**config.mk**
```make
export PLATFORM = sky130hd
export DESIGN_NAME = ueb_core
export DESIGN_NICKNAME = d
export VERILOG_FILES = /design/src/hdl/ueb_pkg.sv /design/src/hdl/ueb_core.sv
export SDC_FILE = /design/constraint.sdc
export NUM_CORES = 1
export LEC_CHECK = 0
export BUFFER_PORTS_ARGS = -buffer_cell sky130_fd_sc_hd__buf_2
export CAP_MARGIN = 40
export CORE_MARGIN = 2
export CORE_UTILIZATION = 42
export CTS_CLUSTER_SIZE = 25
export DETAILED_ROUTE_END_ITERATION = 8
export GPL_TIMING_DRIVEN = 0
export PLACE_DENSITY = 0.67
export SLEW_MARGIN = 20
export SYNTH_ARGS = -nofsm -noshare
export SYNTH_HDL_FRONTEND = slang
export SYNTH_SLANG_ARGS = --single-unit
```
**constraint.sdc**
```tcl
create_clock -name clk_i -period 4.1 [get_ports clk_i]
set_input_delay 0.82 -clock clk_i [delete_from_list [all_inputs] [get_ports clk_i]]
set_output_delay 0.82 -clock clk_i [all_outputs]
set_load 0.005 [all_outputs]
```
**src/hdl/ueb_pkg.sv**
```systemverilog
// package for the serial port enhancement block: register map, fields, timing
// assumes one 125 MHz core clock and a classic wishbone register bus
package ueb_pkg;
  // register byte offsets (one aligned word each)
  localparam logic [3:0] OFF_DATA = 4'h0;
  localparam logic [3:0] OFF_CTRL = 4'h4;
  localparam logic [3:0] OFF_STAT = 4'h8;
  localparam logic [3:0] OFF_PWR = 4'hc;
  // control register fields
  localparam int CTRL_MODE_B0 = 7;
  localparam int CTRL_MODE_B1 = 6;
  localparam int CTRL_TX_NINTH = 3;
  localparam int CTRL_RX_NINTH = 2;
  localparam int CTRL_TX_DONE = 1;
  localparam int CTRL_RX_DONE = 0;
  // status register fields (read clears the sticky bits 3..0)
  localparam int STAT_DBL_EN = 7;
  localparam int STAT_BRK_RST_EN = 6;
  localparam int STAT_MASK_LO = 4;
  localparam int STAT_FE = 3;
  localparam int STAT_BRK = 2;
  localparam int STAT_TXI = 1;
  localparam int STAT_RXI = 0;
  // power control register fields
  localparam int PWR_FE_VIEW = 6;
  // reset values
  localparam logic [7:0] CTRL_RST = 8'h00;
  localparam logic [3:0] MASK_RST = 4'h0;
  // bit timing: clocks per bit, a plain default
  localparam int BIT_CLKS = 16;
  localparam logic [7:0] BIT_LAST = 8'(BIT_CLKS - 1);
  localparam logic [7:0] BIT_HALF = 8'(BIT_CLKS / 2);
  localparam logic [3:0] BRK_BITS = 4'hb;
  localparam logic [3:0] FR_BITS_8 = 4'ha;
  localparam logic [3:0] FR_BITS_9 = 4'hb;
  typedef enum logic [1:0] {UEB_IDLE, UEB_SHIFT} ueb_state_t;
  typedef struct packed {
    logic [7:0] data;
    logic ninth;
  } ueb_char_t;
endpackage

```
**src/hdl/ueb_core.sv**
```systemverilog
// serial port enhancement logic: framing error, break, transmit double buffer
// assumes line input synchronous to clk_i and a wishbone classic master
`timescale 1ns/1ns
// Behaviour
// - framing error shows in status, and in control bit 7 when view is set
// - the receiver flags break after 11 consecutive low bit times
// - a detected break can request a full reset into boot loader mode
// - double buffered, a next character follows after one stop bit
// - status bit 7 enables double buffering; clear is single buffered
// - double buffered, transmit done rises when the holding buffer frees
// - double buffered, the ninth bit is captured at the data write
// - mode 1 frame: start, 8 data lsb first, stop; stop goes to rx ninth
// - modes 2 and 3 frames add a ninth bit before stop; ninth bit is stored
module ueb_core (
  // clock and reset
  input wire logic clk_i,
  input wire logic arst_n_i,
  // wishbone slave
  input wire logic wb_cyc_i,
  input wire logic wb_stb_i,
  input wire logic wb_we_i,
  input wire logic [3:0] wb_adr_i,
  input wire logic [3:0] wb_sel_i,
  input wire logic [31:0] wb_dat_i,
  output logic [31:0] wb_dat_o,
  output logic wb_ack_o,
  // serial line
  input wire logic serial_in_pin_i,
  output logic serial_out_pin_o,
  // system
  output logic irq_o,
  output logic boot_loader_mode_o
);
  import ueb_pkg::*;

  logic rst_s1, rst_s2;
  logic [7:0] ctrl;
  logic dbl_buffer_enable, brk_rst_en, fe_view_select;
  logic [3:0] mask, sticky;
  logic fe_flag;
  ueb_char_t hold, shreg;
  logic hold_full;
  ueb_state_t tx_state;
  logic [7:0] tx_cnt;
  logic [3:0] tx_bit;
  logic [7:0] rx_data;
  logic rx_busy, shreg_rx9;
  logic [7:0] rx_cnt;
  logic [3:0] rx_bit;
  logic [7:0] brk_cnt;
  logic [3:0] brk_bits;
  logic brk_seen;
  logic wr, rd, wb_hit;
  logic wr_data, wr_ctrl, rd_stat;
  logic tx_end, tx_load, rx_stop, rx_done_ev, tx_done_ev, brk_ev, fe_ev;
  logic [3:0] fr_bits;
  logic [7:0] ctrl_view;
  logic [31:0] next_dat;

  // reset release through two flops
  always_ff @(posedge clk_i or negedge arst_n_i)
    if (!arst_n_i)
    begin
      rst_s1 <= 1'b0;
      rst_s2 <= 1'b0;
    end
    else
    begin
      rst_s1 <= 1'b1;
      rst_s2 <= rst_s1;
    end

  // bus decode; ack is one cycle and drops after being seen
  assign wb_hit = wb_cyc_i && wb_stb_i && !wb_ack_o;
  assign wr = wb_hit && wb_we_i && wb_sel_i[0];
  assign rd = wb_hit && !wb_we_i;
  assign wr_data = wr && wb_adr_i == OFF_DATA;
  assign wr_ctrl = wr && wb_adr_i == OFF_CTRL;
  assign rd_stat = rd && wb_adr_i == OFF_STAT;
  assign fr_bits = ctrl[CTRL_MODE_B0] ? FR_BITS_9 : FR_BITS_8;
  // control bit 7 view follows the select bit
  assign ctrl_view = fe_view_select ? {fe_flag, ctrl[6:0]} : ctrl;

  always_comb
  begin
    next_dat = 32'h0;
    unique case (wb_adr_i)
      OFF_DATA: next_dat = {24'h0, rx_data};
      OFF_CTRL: next_dat = {24'h0, ctrl_view};
      OFF_STAT: next_dat = {24'h0, dbl_buffer_enable, brk_rst_en, mask[1:0],
                            sticky};
      OFF_PWR: next_dat = {24'h0, 1'b0, fe_view_select, 2'h0, mask};
      default: next_dat = 32'h0;
    endcase
  end

  // bus answer registers
  always_ff @(posedge clk_i or negedge rst_s2)
    if (!rst_s2)
    begin
      wb_ack_o <= 1'b0;
      wb_dat_o <= 32'h0;
    end
    else
    begin
      wb_ack_o <= wb_hit;
      if (rd)
        wb_dat_o <= next_dat;
    end

  // software configuration; mask written in the power register, its low two bits also read in status
  always_ff @(posedge clk_i or negedge rst_s2)
    if (!rst_s2)
    begin
      dbl_buffer_enable <= 1'b0;
      brk_rst_en <= 1'b0;
      fe_view_select <= 1'b0;
      mask <= MASK_RST;
    end
    else if (wr && wb_adr_i == OFF_STAT)
    begin
      dbl_buffer_enable <= wb_dat_i[STAT_DBL_EN];
      brk_rst_en <= wb_dat_i[STAT_BRK_RST_EN];
    end
    else if (wr && wb_adr_i == OFF_PWR)
    begin
      fe_view_select <= wb_dat_i[PWR_FE_VIEW];
      mask <= wb_dat_i[3:0];
    end

  assign tx_end = tx_state == UEB_SHIFT && tx_cnt == BIT_LAST
                  && tx_bit == fr_bits - 4'h1;
  // load when idle or at a frame end in either mode; the hold stage feeds the next frame
  assign tx_load = hold_full && (tx_state == UEB_IDLE || tx_end);
  // done flag: holding buffer free when double, frame end when single
  assign tx_done_ev = dbl_buffer_enable ? tx_load : tx_end;

  // control register: mode, ninth bits and done flags; set beats clear
  always_ff @(posedge clk_i or negedge rst_s2)
    if (!rst_s2)
      ctrl <= CTRL_RST;
    else
    begin
      if (wr_ctrl)
      begin
        if (!(fe_view_select))
          ctrl[7] <= wb_dat_i[7];
        ctrl[6:0] <= wb_dat_i[6:0];
      end
      // ninth bit written while single buffered is read live at shift time
      if (rx_done_ev)
      begin
        ctrl[CTRL_RX_NINTH] <= (fr_bits == FR_BITS_8) ? serial_in_pin_i
                               : shreg_rx9;
        ctrl[CTRL_RX_DONE] <= 1'b1;
      end
      if (tx_done_ev)
        ctrl[CTRL_TX_DONE] <= 1'b1;
    end

  // holding stage, ninth bit captured at the data write
  always_ff @(posedge clk_i or negedge rst_s2)
    if (!rst_s2)
    begin
      hold <= '0;
      hold_full <= 1'b0;
    end
    else if (wr_data)
    begin
      hold.data <= wb_dat_i[7:0];
      hold.ninth <= ctrl[CTRL_TX_NINTH];
      hold_full <= 1'b1;
    end
    else if (tx_load)
      hold_full <= 1'b0;

  // transmit shifter: start, data lsb first, optional ninth, stop
  always_ff @(posedge clk_i or negedge rst_s2)
    if (!rst_s2)
    begin
      tx_state <= UEB_IDLE;
      tx_cnt <= 8'h0;
      tx_bit <= 4'h0;
      shreg <= '0;
      serial_out_pin_o <= 1'b1;
    end
    else if (tx_load)
    begin
      tx_state <= UEB_SHIFT; // back to back after one stop bit
      tx_cnt <= 8'h0;
      tx_bit <= 4'h0;
      shreg <= hold;
      serial_out_pin_o <= 1'b0;
    end
    else
    begin
      unique case (tx_state)
        UEB_IDLE: serial_out_pin_o <= 1'b1;
        UEB_SHIFT:
        begin
          if (tx_cnt == BIT_LAST)
          begin
            tx_cnt <= 8'h0;
            tx_bit <= tx_bit + 4'h1;
            if (tx_end)
              tx_state <= UEB_IDLE;
            else if (tx_bit < 4'h8)
              serial_out_pin_o <= shreg.data[tx_bit[2:0]];
            else if (tx_bit == 4'h8 && fr_bits == FR_BITS_9)
              // single buffered uses the live ninth bit
              serial_out_pin_o <= dbl_buffer_enable ? shreg.ninth
                                  : ctrl[CTRL_TX_NINTH];
            else
              serial_out_pin_o <= 1'b1;
          end
          else
            tx_cnt <= tx_cnt + 8'h1;
        end
        default: tx_state <= UEB_IDLE;
      endcase
    end

  // receiver: start on a falling edge, sample each bit after the start bit mid-bit, stop too
  assign rx_stop = rx_busy && rx_cnt == BIT_HALF && rx_bit == fr_bits - 4'h1;
  assign rx_done_ev = rx_stop;
  assign fe_ev = rx_stop && !serial_in_pin_i;
  always_ff @(posedge clk_i or negedge rst_s2)
    if (!rst_s2)
    begin
      rx_busy <= 1'b0;
      rx_cnt <= 8'h0;
      rx_bit <= 4'h0;
      rx_data <= 8'h0;
      shreg_rx9 <= 1'b0;
    end
    else if (!rx_busy)
    begin
      rx_cnt <= 8'h0;
      rx_bit <= 4'h0;
      // zero low count means the line was high: no restart in a low stop
      if (!serial_in_pin_i && brk_cnt == 8'h0 && brk_bits == 4'h0)
        rx_busy <= 1'b1;
    end
    else
    begin
      rx_cnt <= (rx_cnt == BIT_LAST) ? 8'h0 : rx_cnt + 8'h1;
      if (rx_cnt == BIT_LAST)
        rx_bit <= rx_bit + 4'h1;
      if (rx_cnt == BIT_HALF && rx_bit >= 4'h1 && rx_bit <= 4'h8)
        rx_data <= {serial_in_pin_i, rx_data[7:1]};
      // ninth bit in 9-bit modes only; the mode 1 stop bit goes to rx ninth at rx_stop
      if (rx_cnt == BIT_HALF && rx_bit == 4'h9 && fr_bits == FR_BITS_9)
        shreg_rx9 <= serial_in_pin_i;
      if (rx_stop)
        rx_busy <= 1'b0;
    end

  // break: 11 low bit times, once per low period
  assign brk_ev = !serial_in_pin_i && !brk_seen && brk_bits == BRK_BITS - 4'h1
                  && brk_cnt == BIT_LAST;
  always_ff @(posedge clk_i or negedge rst_s2)
    if (!rst_s2)
    begin
      brk_cnt <= 8'h0;
      brk_bits <= 4'h0;
      brk_seen <= 1'b0;
    end
    else if (serial_in_pin_i)
    begin
      brk_cnt <= 8'h0;
      brk_bits <= 4'h0;
      brk_seen <= 1'b0;
    end
    else if (brk_ev)
      brk_seen <= 1'b1;
    else if (!brk_seen)
    begin
      brk_cnt <= (brk_cnt == BIT_LAST) ? 8'h0 : brk_cnt + 8'h1;
      if (brk_cnt == BIT_LAST)
        brk_bits <= brk_bits + 4'h1;
    end

  // sticky events; a status read clears, a new event in that cycle wins
  always_ff @(posedge clk_i or negedge rst_s2)
    if (!rst_s2)
    begin
      sticky <= 4'h0;
      fe_flag <= 1'b0;
    end
    else
    begin
      sticky <= (rd_stat ? 4'h0 : sticky)
                | {fe_ev, brk_ev, tx_done_ev, rx_done_ev};
      if (fe_ev)
        fe_flag <= 1'b1;
      else if (rd_stat)
        fe_flag <= 1'b0;
    end

  // interrupt and boot loader reset request, both registered
  always_ff @(posedge clk_i or negedge rst_s2)
    if (!rst_s2)
    begin
      irq_o <= 1'b0;
      boot_loader_mode_o <= 1'b0;
    end
    else
    begin
      irq_o <= |(sticky & mask);
      if (brk_ev && brk_rst_en)
        boot_loader_mode_o <= 1'b1;
    end

  a_break_once: assert property (@(posedge clk_i) disable iff (!rst_s2)
    brk_ev |=> !brk_ev [*8]) else $error("break set twice");
  a_break_boot: assert property (@(posedge clk_i) disable iff (!rst_s2)
    brk_ev && brk_rst_en |=> boot_loader_mode_o)
    else $error("break reset missing");
  a_fe_sticky: assert property (@(posedge clk_i) disable iff (!rst_s2)
    fe_ev |=> sticky[STAT_FE]) else $error("framing error lost");
  a_db_done: assert property (@(posedge clk_i) disable iff (!rst_s2)
    dbl_buffer_enable && tx_load |=> ctrl[CTRL_TX_DONE])
    else $error("done not on buffer free");
  a_single_done: assert property (@(posedge clk_i) disable iff (!rst_s2)
    !dbl_buffer_enable && tx_load && !tx_end |=> !sticky[STAT_TXI]
    || $past(sticky[STAT_TXI])) else $error("early done");
  a_start_low: assert property (@(posedge clk_i) disable iff (!rst_s2)
    tx_load |=> !serial_out_pin_o) else $error("no start bit");
  a_ninth_cap: assert property (@(posedge clk_i) disable iff (!rst_s2)
    wr_data |=> hold.ninth == $past(ctrl[CTRL_TX_NINTH]))
    else $error("ninth bit not captured");
  a_fe_view: assert property (@(posedge clk_i) disable iff (!rst_s2)
    rd && wb_adr_i == OFF_CTRL && fe_view_select
    |=> wb_dat_o[7] == $past(fe_flag)) else $error("bad bit 7 view");
endmodule

```
==> Word level (Yosys, flattened, before mapping) <==
Index checks and enable logic that the tools add are counted.
{ "op_classes": {"n_addsub": 7, "order_cmp": 4, "n_eq_ne": 22, "muxes": 50, "n_bitwise": 4, "reduce_logical": 55} }
{ "ops": {"columns": ["operator", "n"], "rows": [
  ["8-bit 2-to-1 mux", 10],
  ["4-bit 2-to-1 mux", 10],
  ["8-bit by 4-bit == test with 1-bit output, second input constant", 4],
  ["8-bit one-hot mux with 4 select lines", 1],
  ["4-bit == test, second input constant", 7],
  ["1-bit logical AND", 27],
  ["8-bit by 1-bit adder with 8-bit output, second input constant", 3],
  ["1-bit 2-to-1 mux", 22],
  ["2-bit nonzero test", 8],
  ["4-bit by 1-bit adder with 4-bit output, second input constant", 3],
  ["2-bit AND reduction", 6],
  ["3-bit AND reduction", 3],
  ["4-bit == test", 2],
  ["4-bit logical NOT", 2],
  ["8-bit logical NOT", 1],
  ["2-bit 2-to-1 mux", 3],
  ["2-bit inequality test, second input constant", 3],
  ["3-bit inequality test, second input constant", 2],
  ["4-bit AND", 1],
  ["4-bit by 3-bit == test with 1-bit output, second input constant", 1],
  ["4-bit by 1-bit greater-or-equal comparator with 1-bit output, second input constant", 1],
  ["4-bit <= comparator, second input constant", 1],
  ["1-bit logical NOT", 4],
  ["3-bit by 4-bit less-than comparator with 1-bit output, second input constant", 1],
  ["other kinds (15)", 16]
]} }
{ "totals": {"regBits": 126, "input_bits": 46, "output_inout_bits": 36, "wordCells": 175} }

==> Depth between registers and ports, before layout <==
Gate-level depths: netlist of run 1.
{ "depth": {"depth_word": 9, "mapped_depth": 7, "ltp_nobuf": 6} }

==> Worst setup path after synthesis of run 1 <==
No wires, ideal clock.
{ "synth_path": {"path_kind": "input-to-reg", "from": "input wb_adr_i[1]", "to": "register hold[1] (netlist bit)", "setup_time_ns": 0.125, "t_arrival_ns": 2.130, "required_ns": 3.975, "path_slack_ns": 1.846, "path_stages": 4, "path_buffers": 0, "cell_sequence": "or2_4 > or3_4 > nor3_4 > mux2_2"} }
{ "synth_via": {"elab_chain_len": 2} }
{ "synth_rtl": {"columns": ["element", "line_no", "rtl"], "rows": [
  ["start, declared", "ueb_core.sv:22", "input wire logic [3:0] wb_adr_i,"],
  ["4-bit logical NOT", "ueb_core.sv:77", "assign wr_data = wr && wb_adr_i == OFF_DATA;"],
  ["1-bit logical AND", "ueb_core.sv:77", null],
  ["end, declared", "ueb_core.sv:41", "ueb_char_t hold, shreg;"]
]} }
No other way between the ends.
A chain may end at the register's enable or synchronous reset.

==> Final worst setup path of run 1 <==
Ends and elaborated chain as after synthesis.

==> reports/metrics.cfg, run 1 <==
[floorplanning]
num_rows=40
coreArea_mm2=0.0120
start_util_pct=43.1
pin_count=82
die-area_mm2=0.0132
die_h_um=115
dieWidth_um=115

[sta]
clock.fmax_mhz=449
slew_viol_final=0
finClkSkew_ns=0.00807
hold_viol=0
setup_tns_ns=0
rsz0062_at_grt=no
timing.hold.ws_ns=0.249
finalCritPeriodShare_pct=54.3
slew_headroom_pct=51.1
worst_pin_slew_ns=0.731
layout_min_cycle_time_ns=2.23
final-setup-viol-count=0

[grt]
grt_max_degree=58
use_met2_pct=24.9
grt.total_usage_pct=15.8
met3_usage_pct=2.90
antenna_found_initial=0
grt_remaining_overflow=0
grt_pass1_wl_um=16100
met1_usage_pct=21.1
grt-busiest-layer=met2
grt_pass1_vias=3234

[place]
port_buffers=30
gp_congestion=0.813
post-dp-hpwl_um=7230

[clock_network]
clock_path_buffers=2
h-tree-depth=3
post_cts_buffers=0
cts.clk_slew.worst_paths_ns=0.06
insertion_delay_ns=0.35
numClockSinks=101
clock_tree.root_cell=clkbuf_16
cts_tree=yes
hold_buffers=0
cts_resized=0
cts_buffers=9

[logic_synthesis]
synthFlopType=dfrtp_1
synth-edff-count=0
synth.area.top_cells=dfrtp_1 (48%), mux2_2 (8.7%), buf_4 (3.5%)
avgSynthCellArea_um2=11.6
synth_top_cell_by_area=dfrtp_1
synth_cells=446
ys_types=62
ys.warnings.count=0
ys_seq_area_share_pct=48.9
async_reset_ff_share_pct=100
ys_ff_latch=101
syn_area_mm2=0.00517
yosysTopAreaCellShare_pct=48.4

[layout]
multi_input_area_mm2=0.00240
diodes=0
drive_gt1_share_pct=27.7
regArea_mm2=0.00253
syn_to_final_growth_pct=14.4
n_fill_cell=1109
nNetsFinal=571

[routing]
vias_per_cell=5.18
drc_errors=0
antenna_left=0
routedWlPerCell_um=14.8
drt-initial-drc-count=128
drt_pass1_iterations=4
vias=3432
routed_wl_um=9780

[pwr]
switching_share_pct=26.1
internal_power_w=0.00174
seqPwrFrac_pct=49.9
peakVddDrop_uv=211
switching_power_w=0.000614
power.density_mw_per_mm2=397
p_clk_share_pct=36.1
p_leak_nw=2.94
p_comb_share_pct=14.0

[worst_setup_path]
crit_chain=buf_2 -> or2_4 -> or3_4 -> nor3_4 -> mux2_2
crit_arrival_ns=2.45
rrSetupSlack_ns=1.96
worst_r2r_endpoint=brk_cnt[2]
critical_path_required_ns=4.33
cp-start-kind=primary input
path_class=primary input to register
worstRegToRegCells=6
critPathBufInv=1
worstPathMaxFanout=10
crit_path_max_incr_delay_ns=0.46
slowest_stage=nor3_4
cp-end-kind=register
regToRegStartpoint=brk_cnt[0]
crit_family=simple AND/OR/NAND/NOR gates

[run]
maxCapViolCount=0

[run_status]
status=complete, no violations

[hold_path]
hold_class=primary input to asynchronous set/reset pin

-- registers in the layout, summed over array words and instances, names as in the netlist, 4 cells and up --
signal / flops
rx_bit: 4
tx_cnt: 8
tx_bit: 4
mask: 4
brk_cnt: 8
hold: 9
ctrl: 8
rx_data: 8
brk_bits: 4
shreg: 9
wb_dat_o: 8
rx_cnt: 8
sticky: 4
-- worst register-to-register path, delay by kind of cell (launching register included) --
kind                     cells  cell delay [ns]
AO/OA/AOI/OAI                2             0.79
flip-flops                   1             0.42
multiplexers                 1             0.30
adder cells (fa/ha/maj)      1             0.22
buffers and inverters        1             0.15
AND/OR/NAND/NOR              1             0.14
-- placed cells by master, fill, tap and decap left out, drive strengths merged, types with 2 or more instances in the layout --
cell type	instances
dfrtp	100
buf	59
mux2	40
nand2	31
conb	25
o21ai	22
clkbuf	20
inv	19
nor2	16
mux2i	16
ha	14
nand3	12
and3	10
nand2b	8
a21o	8
nor3	8
a21oi	8
and2	7
or3	7
xnor2	6
xor2	6
mux4	6
a22o	6
a31oi	5
nor4	4
nor2b	4
or2	4
and3b	4
and4	3
nor3b	3
a22oi	3
nand4	3
o22ai	3
nand3b	3
o21bai	2
o211ai	2
a211o	2
clkinv	2
o2111ai	2
-- synth_stat cells, types with 4 or more instances --
cell type and count:
a21o_1 7, a21oi_1 6, a22o_1 6, a31oi_1 5, and2_1 7, and3_1 8, buf_4 24, clkbuf_1 6
dfrtp_1 100, ha_1 14, inv_1 19, mux2_2 40, mux2i_1 16, mux4_2 6, nand2_1 31, nand2b_1 8
nand3_1 12, nor2_1 16, nor2b_1 4, nor3_1 7, nor4_4 4, o21ai_0 22, or3_1 6, xnor2_1 6
xor2_1 6
-- metal layers --
| metal | vias to the layer above | routed length [um] | part of all wire, % |
|---|---|---|---|
| li1 | 1669 | - | - |
| met1 | 1689 | 4710 | 48 |
| met2 | 60 | 4570 | 47 |
| met3 | 14 | 302 | 3.1 |
| met4 | 0 | 199 | 2.0 |
| met5 | - | 0 | 0 |
-- power by group through the flow --
stage               registers (W)  clock network (W)  logic [W]
finish                    0.00117           0.000848   0.000330
global route              0.00119           0.000916   0.000376
CTS                       0.00117           0.000874   0.000333
detailed placement        0.00119                  0   0.000331
global placement          0.00120                  0   0.000302
floorplan                 0.00117                  0   0.000253
-- final cells by class --
cell class | count | area share [%]
Multi-Input combinational cell | 313 | 40.6
Clock buffer | 12 | 4.16
Timing Repair Buffer | 31 | 3.00
Tap cell | 147 | 3.11
Inverter | 19 | 1.20
Buffer | 36 | 4.33
Clock inverter | 4 | 0.803
Sequential cell | 101 | 42.8
-- kinds of logic after synthesis --
family / synth area share (%)
buf+inv: 6.34
fa+ha+maj: 3.39
xor+xnor: 2.03
other cells: 0.145
compound gates: 9.50
flops: 48.9
simple gates: 15.3
mux: 14.4
-- worst max path at each step --
stage                startpoint                 end  slack (ns)  cells after the start
finish              wb_adr_i[1]             hold[1]        1.87                      5
global route         brk_cnt[0]         brk_bits[2]        1.82                      7
CTS                 wb_adr_i[1]             hold[1]        1.88                      5
detailed placement  wb_adr_i[1]             hold[1]        1.50                      5
global placement         rst_s2           rx_cnt[3]        0.03                      0
floorplan                rst_s2  boot_loader_mode_o        1.08                      0
-- stage by stage --
stage / utilization, % / std cells / area (um^2) / setup slack [ns] / power, W
2_1_floorplan: - / 469 / 5260 / 1.08 / 0.00142
3_3_place_gp: 46.6 / 646 / 5590 / 0.0284 / 0.00150
3_5_place_dp: 46.8 / 647 / 5630 / 1.50 / 0.00152
4_1_cts: 49.3 / 663 / 5920 / 1.88 / 0.00238
5_1_grt: 49.3 / 663 / 5920 / 1.82 / 0.00248
6_report: 49.3 / 663 / 5920 / 1.87 / 0.00235
No activity file was read; power rests on OpenSTA's default activity.
==> run 2: changes to the inputs <==
- clock period: 4.1 -> 2.1 ns (I/O delays scaled with it)
==> run 2 against run 1 <==
Die area unchanged. Worst setup slack got worse by 1.7 ns. Sequential share of layout area decreased by 0.47 points. Hold slack improved by 0.094 ns. Via count increased by 0.17%. Global-route usage increased by 0.39 points. Combinational power increased by 100%. Critical endpoint is now shreg[8]. Power increased by 93%. Routed wire length increased by 2.7%.
==> reports/metrics.cfg, run 2 (synthesized netlist as in run 1, its figures left out) <==
[run_status]
status=complete, no violations

[clock_network]
cts_buffers=9  ; unchanged
cts_tree=yes
numClockSinks=101  ; unchanged
clock_tree.root_cell=clkbuf_16
cts.clk_slew.worst_paths_ns=0.07  ; about the same
h-tree-depth=3  ; unchanged
clock_path_buffers=2  ; unchanged
insertion_delay_ns=0.34  ; about the same

[grt]
met1_usage_pct=21.4  ; +0.32 points
grt-busiest-layer=met2
met3_usage_pct=3.85  ; +0.95 points
grt_pass1_wl_um=16800  ; +4.8%
grt_pass1_vias=3408  ; +5.4%
grt.total_usage_pct=16.2  ; +0.39 points
grt_remaining_overflow=0  ; unchanged
grt_max_degree=52  ; -10%
antenna_found_initial=1  ; +1
use_met2_pct=26.7  ; +1.8 points

[sta]
slew_headroom_pct=55.2  ; +4.2 points
final-setup-viol-count=0  ; unchanged
layout_min_cycle_time_ns=1.96
rsz0062_at_grt=no
finClkSkew_ns=0.00868  ; +0.000610 ns
hold_viol=0  ; unchanged
finalCritPeriodShare_pct=93.5
finalWorstSetupSlack_ns=0.136  ; -1.74 ns
slew_viol_final=0  ; unchanged
clock.fmax_mhz=509
timing.hold.ws_ns=0.343  ; +0.0944 ns
worst_pin_slew_ns=0.666  ; -0.0641 ns

[routing]
vias_per_cell=5.15  ; -0.57%
drt-initial-drc-count=208  ; +63%
drt_pass1_iterations=6  ; +2
antenna_left=0  ; unchanged
routedWlPerCell_um=15.0  ; +2.0%
vias=3438  ; +0.17%
routed_wl_um=10000  ; +2.7%
drc_errors=0  ; unchanged

[floorplanning]
num_rows=40  ; unchanged
dieWidth_um=115  ; unchanged
coreArea_mm2=0.0120  ; unchanged
start_util_pct=43.1  ; unchanged
die-area_mm2=0.0132  ; unchanged
die_h_um=115  ; unchanged
pin_count=82  ; unchanged

[place]
port_buffers=30  ; unchanged
dpl_cell_area_mm2=0.00563  ; unchanged
preCtsSetupSlack_ns=-0.0667  ; -1.57 ns
gp_congestion=0.788  ; -3.1%
post-dp-hpwl_um=7400  ; +2.3%

[layout]
final_cell_mix=dfrtp_1 (99), mux2_2 (40), buf_2 (33)
regArea_mm2=0.00253  ; unchanged
diodes=0  ; unchanged
final_common_cell=dfrtp_1
multi_input_area_mm2=0.00242  ; +0.88%
post-route-util_pct=49.8  ; +0.54 points
n_fill_cell=1063  ; -4.1%
nNetsFinal=576  ; +0.88%
drive_gt1_share_pct=29.0  ; +1.3 points
syn_to_final_growth_pct=15.7
reg_top3=hold: 9 flops, shreg: 9 flops
design_area_mm2=0.00598  ; +1.1%

[pwr]
peakVddDrop_uv=414  ; +97%
power.density_mw_per_mm2=759  ; +91%
p_leak_nw=2.96  ; +0.80%

[worst_setup_path]
crit_chain=nor4_4 -> o2111ai_2 -> a21oi_4 -> buf_6 -> mux2_2
crit_arrival_ns=2.18  ; -0.27 ns
cp-end-kind=register
path_class=register to register
critical_path_required_ns=2.32  ; -2.01 ns
worstRegToRegCells=5  ; -1
worstPathMaxFanout=10  ; unchanged
cp-start-kind=register
crit_path_max_incr_delay_ns=0.43  ; -0.03 ns
slowest_stage=dfrtp_1

[hold_path]
whs_path_depth=2
hold_class=primary input to register

[run]
maxCapViolCount=0  ; unchanged

[run 2: timing repair]
action | CTS | global route
gates resized for setup | 1 | 2
pin swaps | 1 | 2
hold endpoints to repair | 2 | 0
hold buffers | 1 | 0
setup endpoints to repair | 12 | 20
setup buffers | 1 | 3
cloned | 0 | 0
[run 2: metrics by stage]
| step | power (W) | TNS [ns] | cells |
|---|---|---|---|
| 4_1_cts | 0.00458 | -0.00758 | 665 |
| 3_5_place_dp | 0.00298 | -0.716 | 647 |
| 3_3_place_gp | 0.00293 | -17.56 | 646 |
| 6_report | 0.00454 | 0 | 668 |
| 5_1_grt | 0.00479 | 0 | 668 |
| 2_1_floorplan | 0.00278 | 0 | 469 |
[run 2: report_power, final]
| part | internal, W | switching (W) | leakage, nW |
|---|---|---|---|
| sequential | 0.00210 | 0.000192 | 1.34 |
| clock | 0.000845 | 0.000738 | 0.135 |
| combinational | 0.000350 | 0.000317 | 1.49 |
| total | 0.00329 | 0.00125 | 2.96 |
[run 2: path summary, 6_finish.rpt]
| kind | from | endpoint | slack (ns) |
|---|---|---|---|
| max | tx_cnt[5] | shreg[8] | 0.14 |
| min | wb_dat_i[4] | ctrl[4] | 0.34 |
| max reg2reg | tx_cnt[5] | shreg[8] | 0.14 |
| min reg2reg | rst_s1 | rst_s2 | 0.35 |
| max in group asynchronous | rst_s2 | ctrl[1] | 1.06 |
| min in group asynchronous | rst_s2 | tx_bit[1] | 0.37 |
[run 2: routing by layer]
metal / wire length, um / share of wire (%)
met4: 126 / 1.3
met3: 403 / 4.0
met5: 7 / 0.070
met2: 4890 / 49
met1: 4620 / 46
[run 2: layout make-up]
cell class	instances	area share [%]
repair buffers	36	3.85
clock buffers	10	3.99
plain buffers	36	4.29
multi-input cells	313	40.5
flip-flops and latches	101	42.3
inverters	19	1.19
clock inverters	6	0.774
well taps	147	3.07
[run 2: critical path, delay by kind of cell, from the launching register on]
| family | cells | cell delay, ns |
|---|---|---|
| compound gates | 2 | 0.48 |
| flops | 1 | 0.43 |
| simple gates | 1 | 0.42 |
| mux | 1 | 0.34 |
| buf+inv | 1 | 0.17 |
==> run 3: changes to the inputs <==
- CTS_BUF_LIST: default -> sky130_fd_sc_hd__clkbuf_8
- SLEW_MARGIN: 20 -> default
==> run 3 against run 2 <==
Flip-flop and latch count did not move. Critical path depth up 1. Worst setup slack got worse by 0.015 ns.
==> reports/metrics.cfg, run 3 (synthesized netlist as in run 1, its figures left out) <==
[sta]
hold_viol=0  ; unchanged
finClkSkew_ns=0.0169  ; +0.00818 ns
slew_headroom_pct=55.1  ; -0.16 points
worst_pin_slew_ns=0.669  ; +0.00238 ns
clock.fmax_mhz=505  ; -0.73%
slew_viol_final=0  ; unchanged
layout_min_cycle_time_ns=1.98  ; +0.0145 ns
finalCritPeriodShare_pct=94.2  ; +0.69 points
rsz0062_at_grt=no
final-setup-viol-count=0  ; unchanged

[layout]
regArea_mm2=0.00253  ; unchanged
nNetsFinal=576  ; unchanged
final_common_cell=dfrtp_1
reg_top3=hold: 9 flops, shreg: 9 flops
post-route-util_pct=49.0  ; -0.84 points
n_fill_cell=1078  ; +1.4%
final_cell_mix=dfrtp_1 (99), mux2_2 (40), buf_2 (33)
diodes=0  ; unchanged
syn_to_final_growth_pct=13.7
multi_input_area_mm2=0.00242  ; unchanged
drive_gt1_share_pct=29.0  ; unchanged

[floorplanning]
die_h_um=115  ; unchanged
num_rows=40  ; unchanged
coreArea_mm2=0.0120  ; unchanged
start_util_pct=43.1  ; unchanged
die-area_mm2=0.0132  ; unchanged
pin_count=82  ; unchanged
dieWidth_um=115  ; unchanged

[worst_setup_path]
regToRegStartpoint=tx_cnt[0]
crit_arrival_ns=2.22  ; +0.04 ns
path_class=register to register
worst_r2r_endpoint=shreg[8]
worstPathMaxFanout=10  ; unchanged
critical_path_required_ns=2.35  ; +0.03 ns
cp-end-kind=register
cp-start-kind=register
worstRegToRegCells=6  ; +1
rrSetupSlack_ns=0.12  ; about the same

[run_status]
status=complete, no violations

[routing]
vias_per_cell=5.18  ; +0.73%
drt-initial-drc-count=188  ; -9.6%
antenna_left=0  ; unchanged
drc_errors=0  ; unchanged
drt_pass1_iterations=4  ; -2
routedWlPerCell_um=14.9  ; -0.97%
vias=3463  ; +0.73%
routed_wl_um=9950  ; -0.97%

[grt]
grt.total_usage_pct=16.1  ; -0.11 points
grt_pass1_vias=3395  ; -0.38%
grt_max_degree=52  ; unchanged
antenna_found_initial=1  ; unchanged
grt_pass1_wl_um=16700  ; -0.74%
grt_remaining_overflow=0  ; unchanged

[clock_network]
cts.clk_slew.worst_paths_ns=0.11  ; +0.04 ns
numClockSinks=101  ; unchanged
h-tree-depth=3  ; unchanged
cts_buffers=9  ; unchanged
cts_tree=yes
clock_tree.root_cell=clkbuf_8
insertion_delay_ns=0.37  ; +0.03 ns
clock_path_buffers=2  ; unchanged

[run]
maxCapViolCount=0  ; unchanged

[pwr]
p_clk_share_pct=28.3  ; -6.6 points
power.density_mw_per_mm2=700  ; -7.7%
p_comb_share_pct=16.2  ; +1.5 points
switching_power_w=0.00120  ; -3.8%
seqPwrFrac_pct=55.6  ; +5.1 points
internal_power_w=0.00292  ; -11%
switching_share_pct=29.1  ; +1.7 points
p_leak_nw=2.92  ; -1.6%
peakVddDrop_uv=357  ; -14%
design_power_total_w=0.00412  ; -9.3%

[place]
gp_congestion=0.788  ; unchanged
port_buffers=30  ; unchanged
post-dp-hpwl_um=7400  ; unchanged

[hold_path]
hold_start=wb_dat_i[4]
whs_path_depth=2  ; unchanged
holdPathEnd=ctrl[4]
hold_class=primary input to register

-- run 3: area by class of cell --
class                      instances  area share, %
timing repair buffer              36           3.91
inverter                          19           1.21
sequential                       101           43.0
buffer                            36           4.36
tap                              147           3.13
clock buffer                      10           2.34
clock inverter                     6          0.787
multi-input combinational        313           41.2
-- run 3: power by group through the flow --
| stage | Clock, W | Sequential [W] | Combinational (W) |
|---|---|---|---|
| after floorplan | 0 | 0.00229 | 0.000494 |
| after global placement | 0 | 0.00234 | 0.000592 |
| after detailed placement | 0 | 0.00233 | 0.000650 |
| after CTS | 0.00120 | 0.00229 | 0.000662 |
| after global routing | 0.00129 | 0.00232 | 0.000758 |
| final | 0.00117 | 0.00229 | 0.000666 |
-- run 3: critical path: stages (launching register included) --
cell	delay (ns)
dfrtp_1	0.40
ha_1	0.24
and3_2	0.27
o2111ai_2	0.20
a21oi_4	0.22
buf_6	0.17
mux2_2	0.35
-- run 3: metal layers --
layer | up-vias | GRT usage, % | share of wire (%)
li1 | 1678 | - | -
met1 | 1707 | 21.2 | 46
met2 | 62 | 26.4 | 49
met3 | 14 | 3.48 | 3.8
met4 | 2 | 5.46 | 1.3
met5 | - | 0 | 0.070
-- run 3: worst max-delay path by stage --
stage	from	end	slack [ns]	depth (start not counted)
after CTS	rx_bit[0]	rx_data[3]	0.07	6
after global placement	rst_s2	rx_data[5]	-0.18	0
after floorplan	rx_bit[0]	rx_data[0]	0.24	6
after detailed placement	wb_adr_i[1]	hold[0]	-0.07	5
final	tx_cnt[0]	shreg[8]	0.12	6
after global routing	brk_cnt[1]	brk_bits[0]	0.02	7
-- run 3: what timing repair did --
| item | 4_1_cts | 5_1_grt |
|---|---|---|
| buffers inserted | 1 | 3 |
| hold endpoints to repair | 2 | 0 |
| gates cloned | 0 | 0 |
| pin swaps | 1 | 2 |
| resized for setup | 3 | 0 |
| hold buffers | 1 | 0 |
| endpoints found under the setup margin | 12 | 13 |
-- run 3: through the flow --
stage / setup TNS, ns / hold slack (ns) / std cells / setup WS [ns] / area [um^2]
global placement: -17.56 / 0.206 / 646 / -0.180 / 5600
detailed placement: -0.716 / 0.209 / 647 / -0.0667 / 5630
floorplan: 0 / 0.124 / 469 / 0.241 / 5260
global route: 0 / 0.305 / 668 / 0.0178 / 5880
finish: 0 / 0.319 / 668 / 0.122 / 5880
CTS: 0 / 0.304 / 665 / 0.0730 / 5850
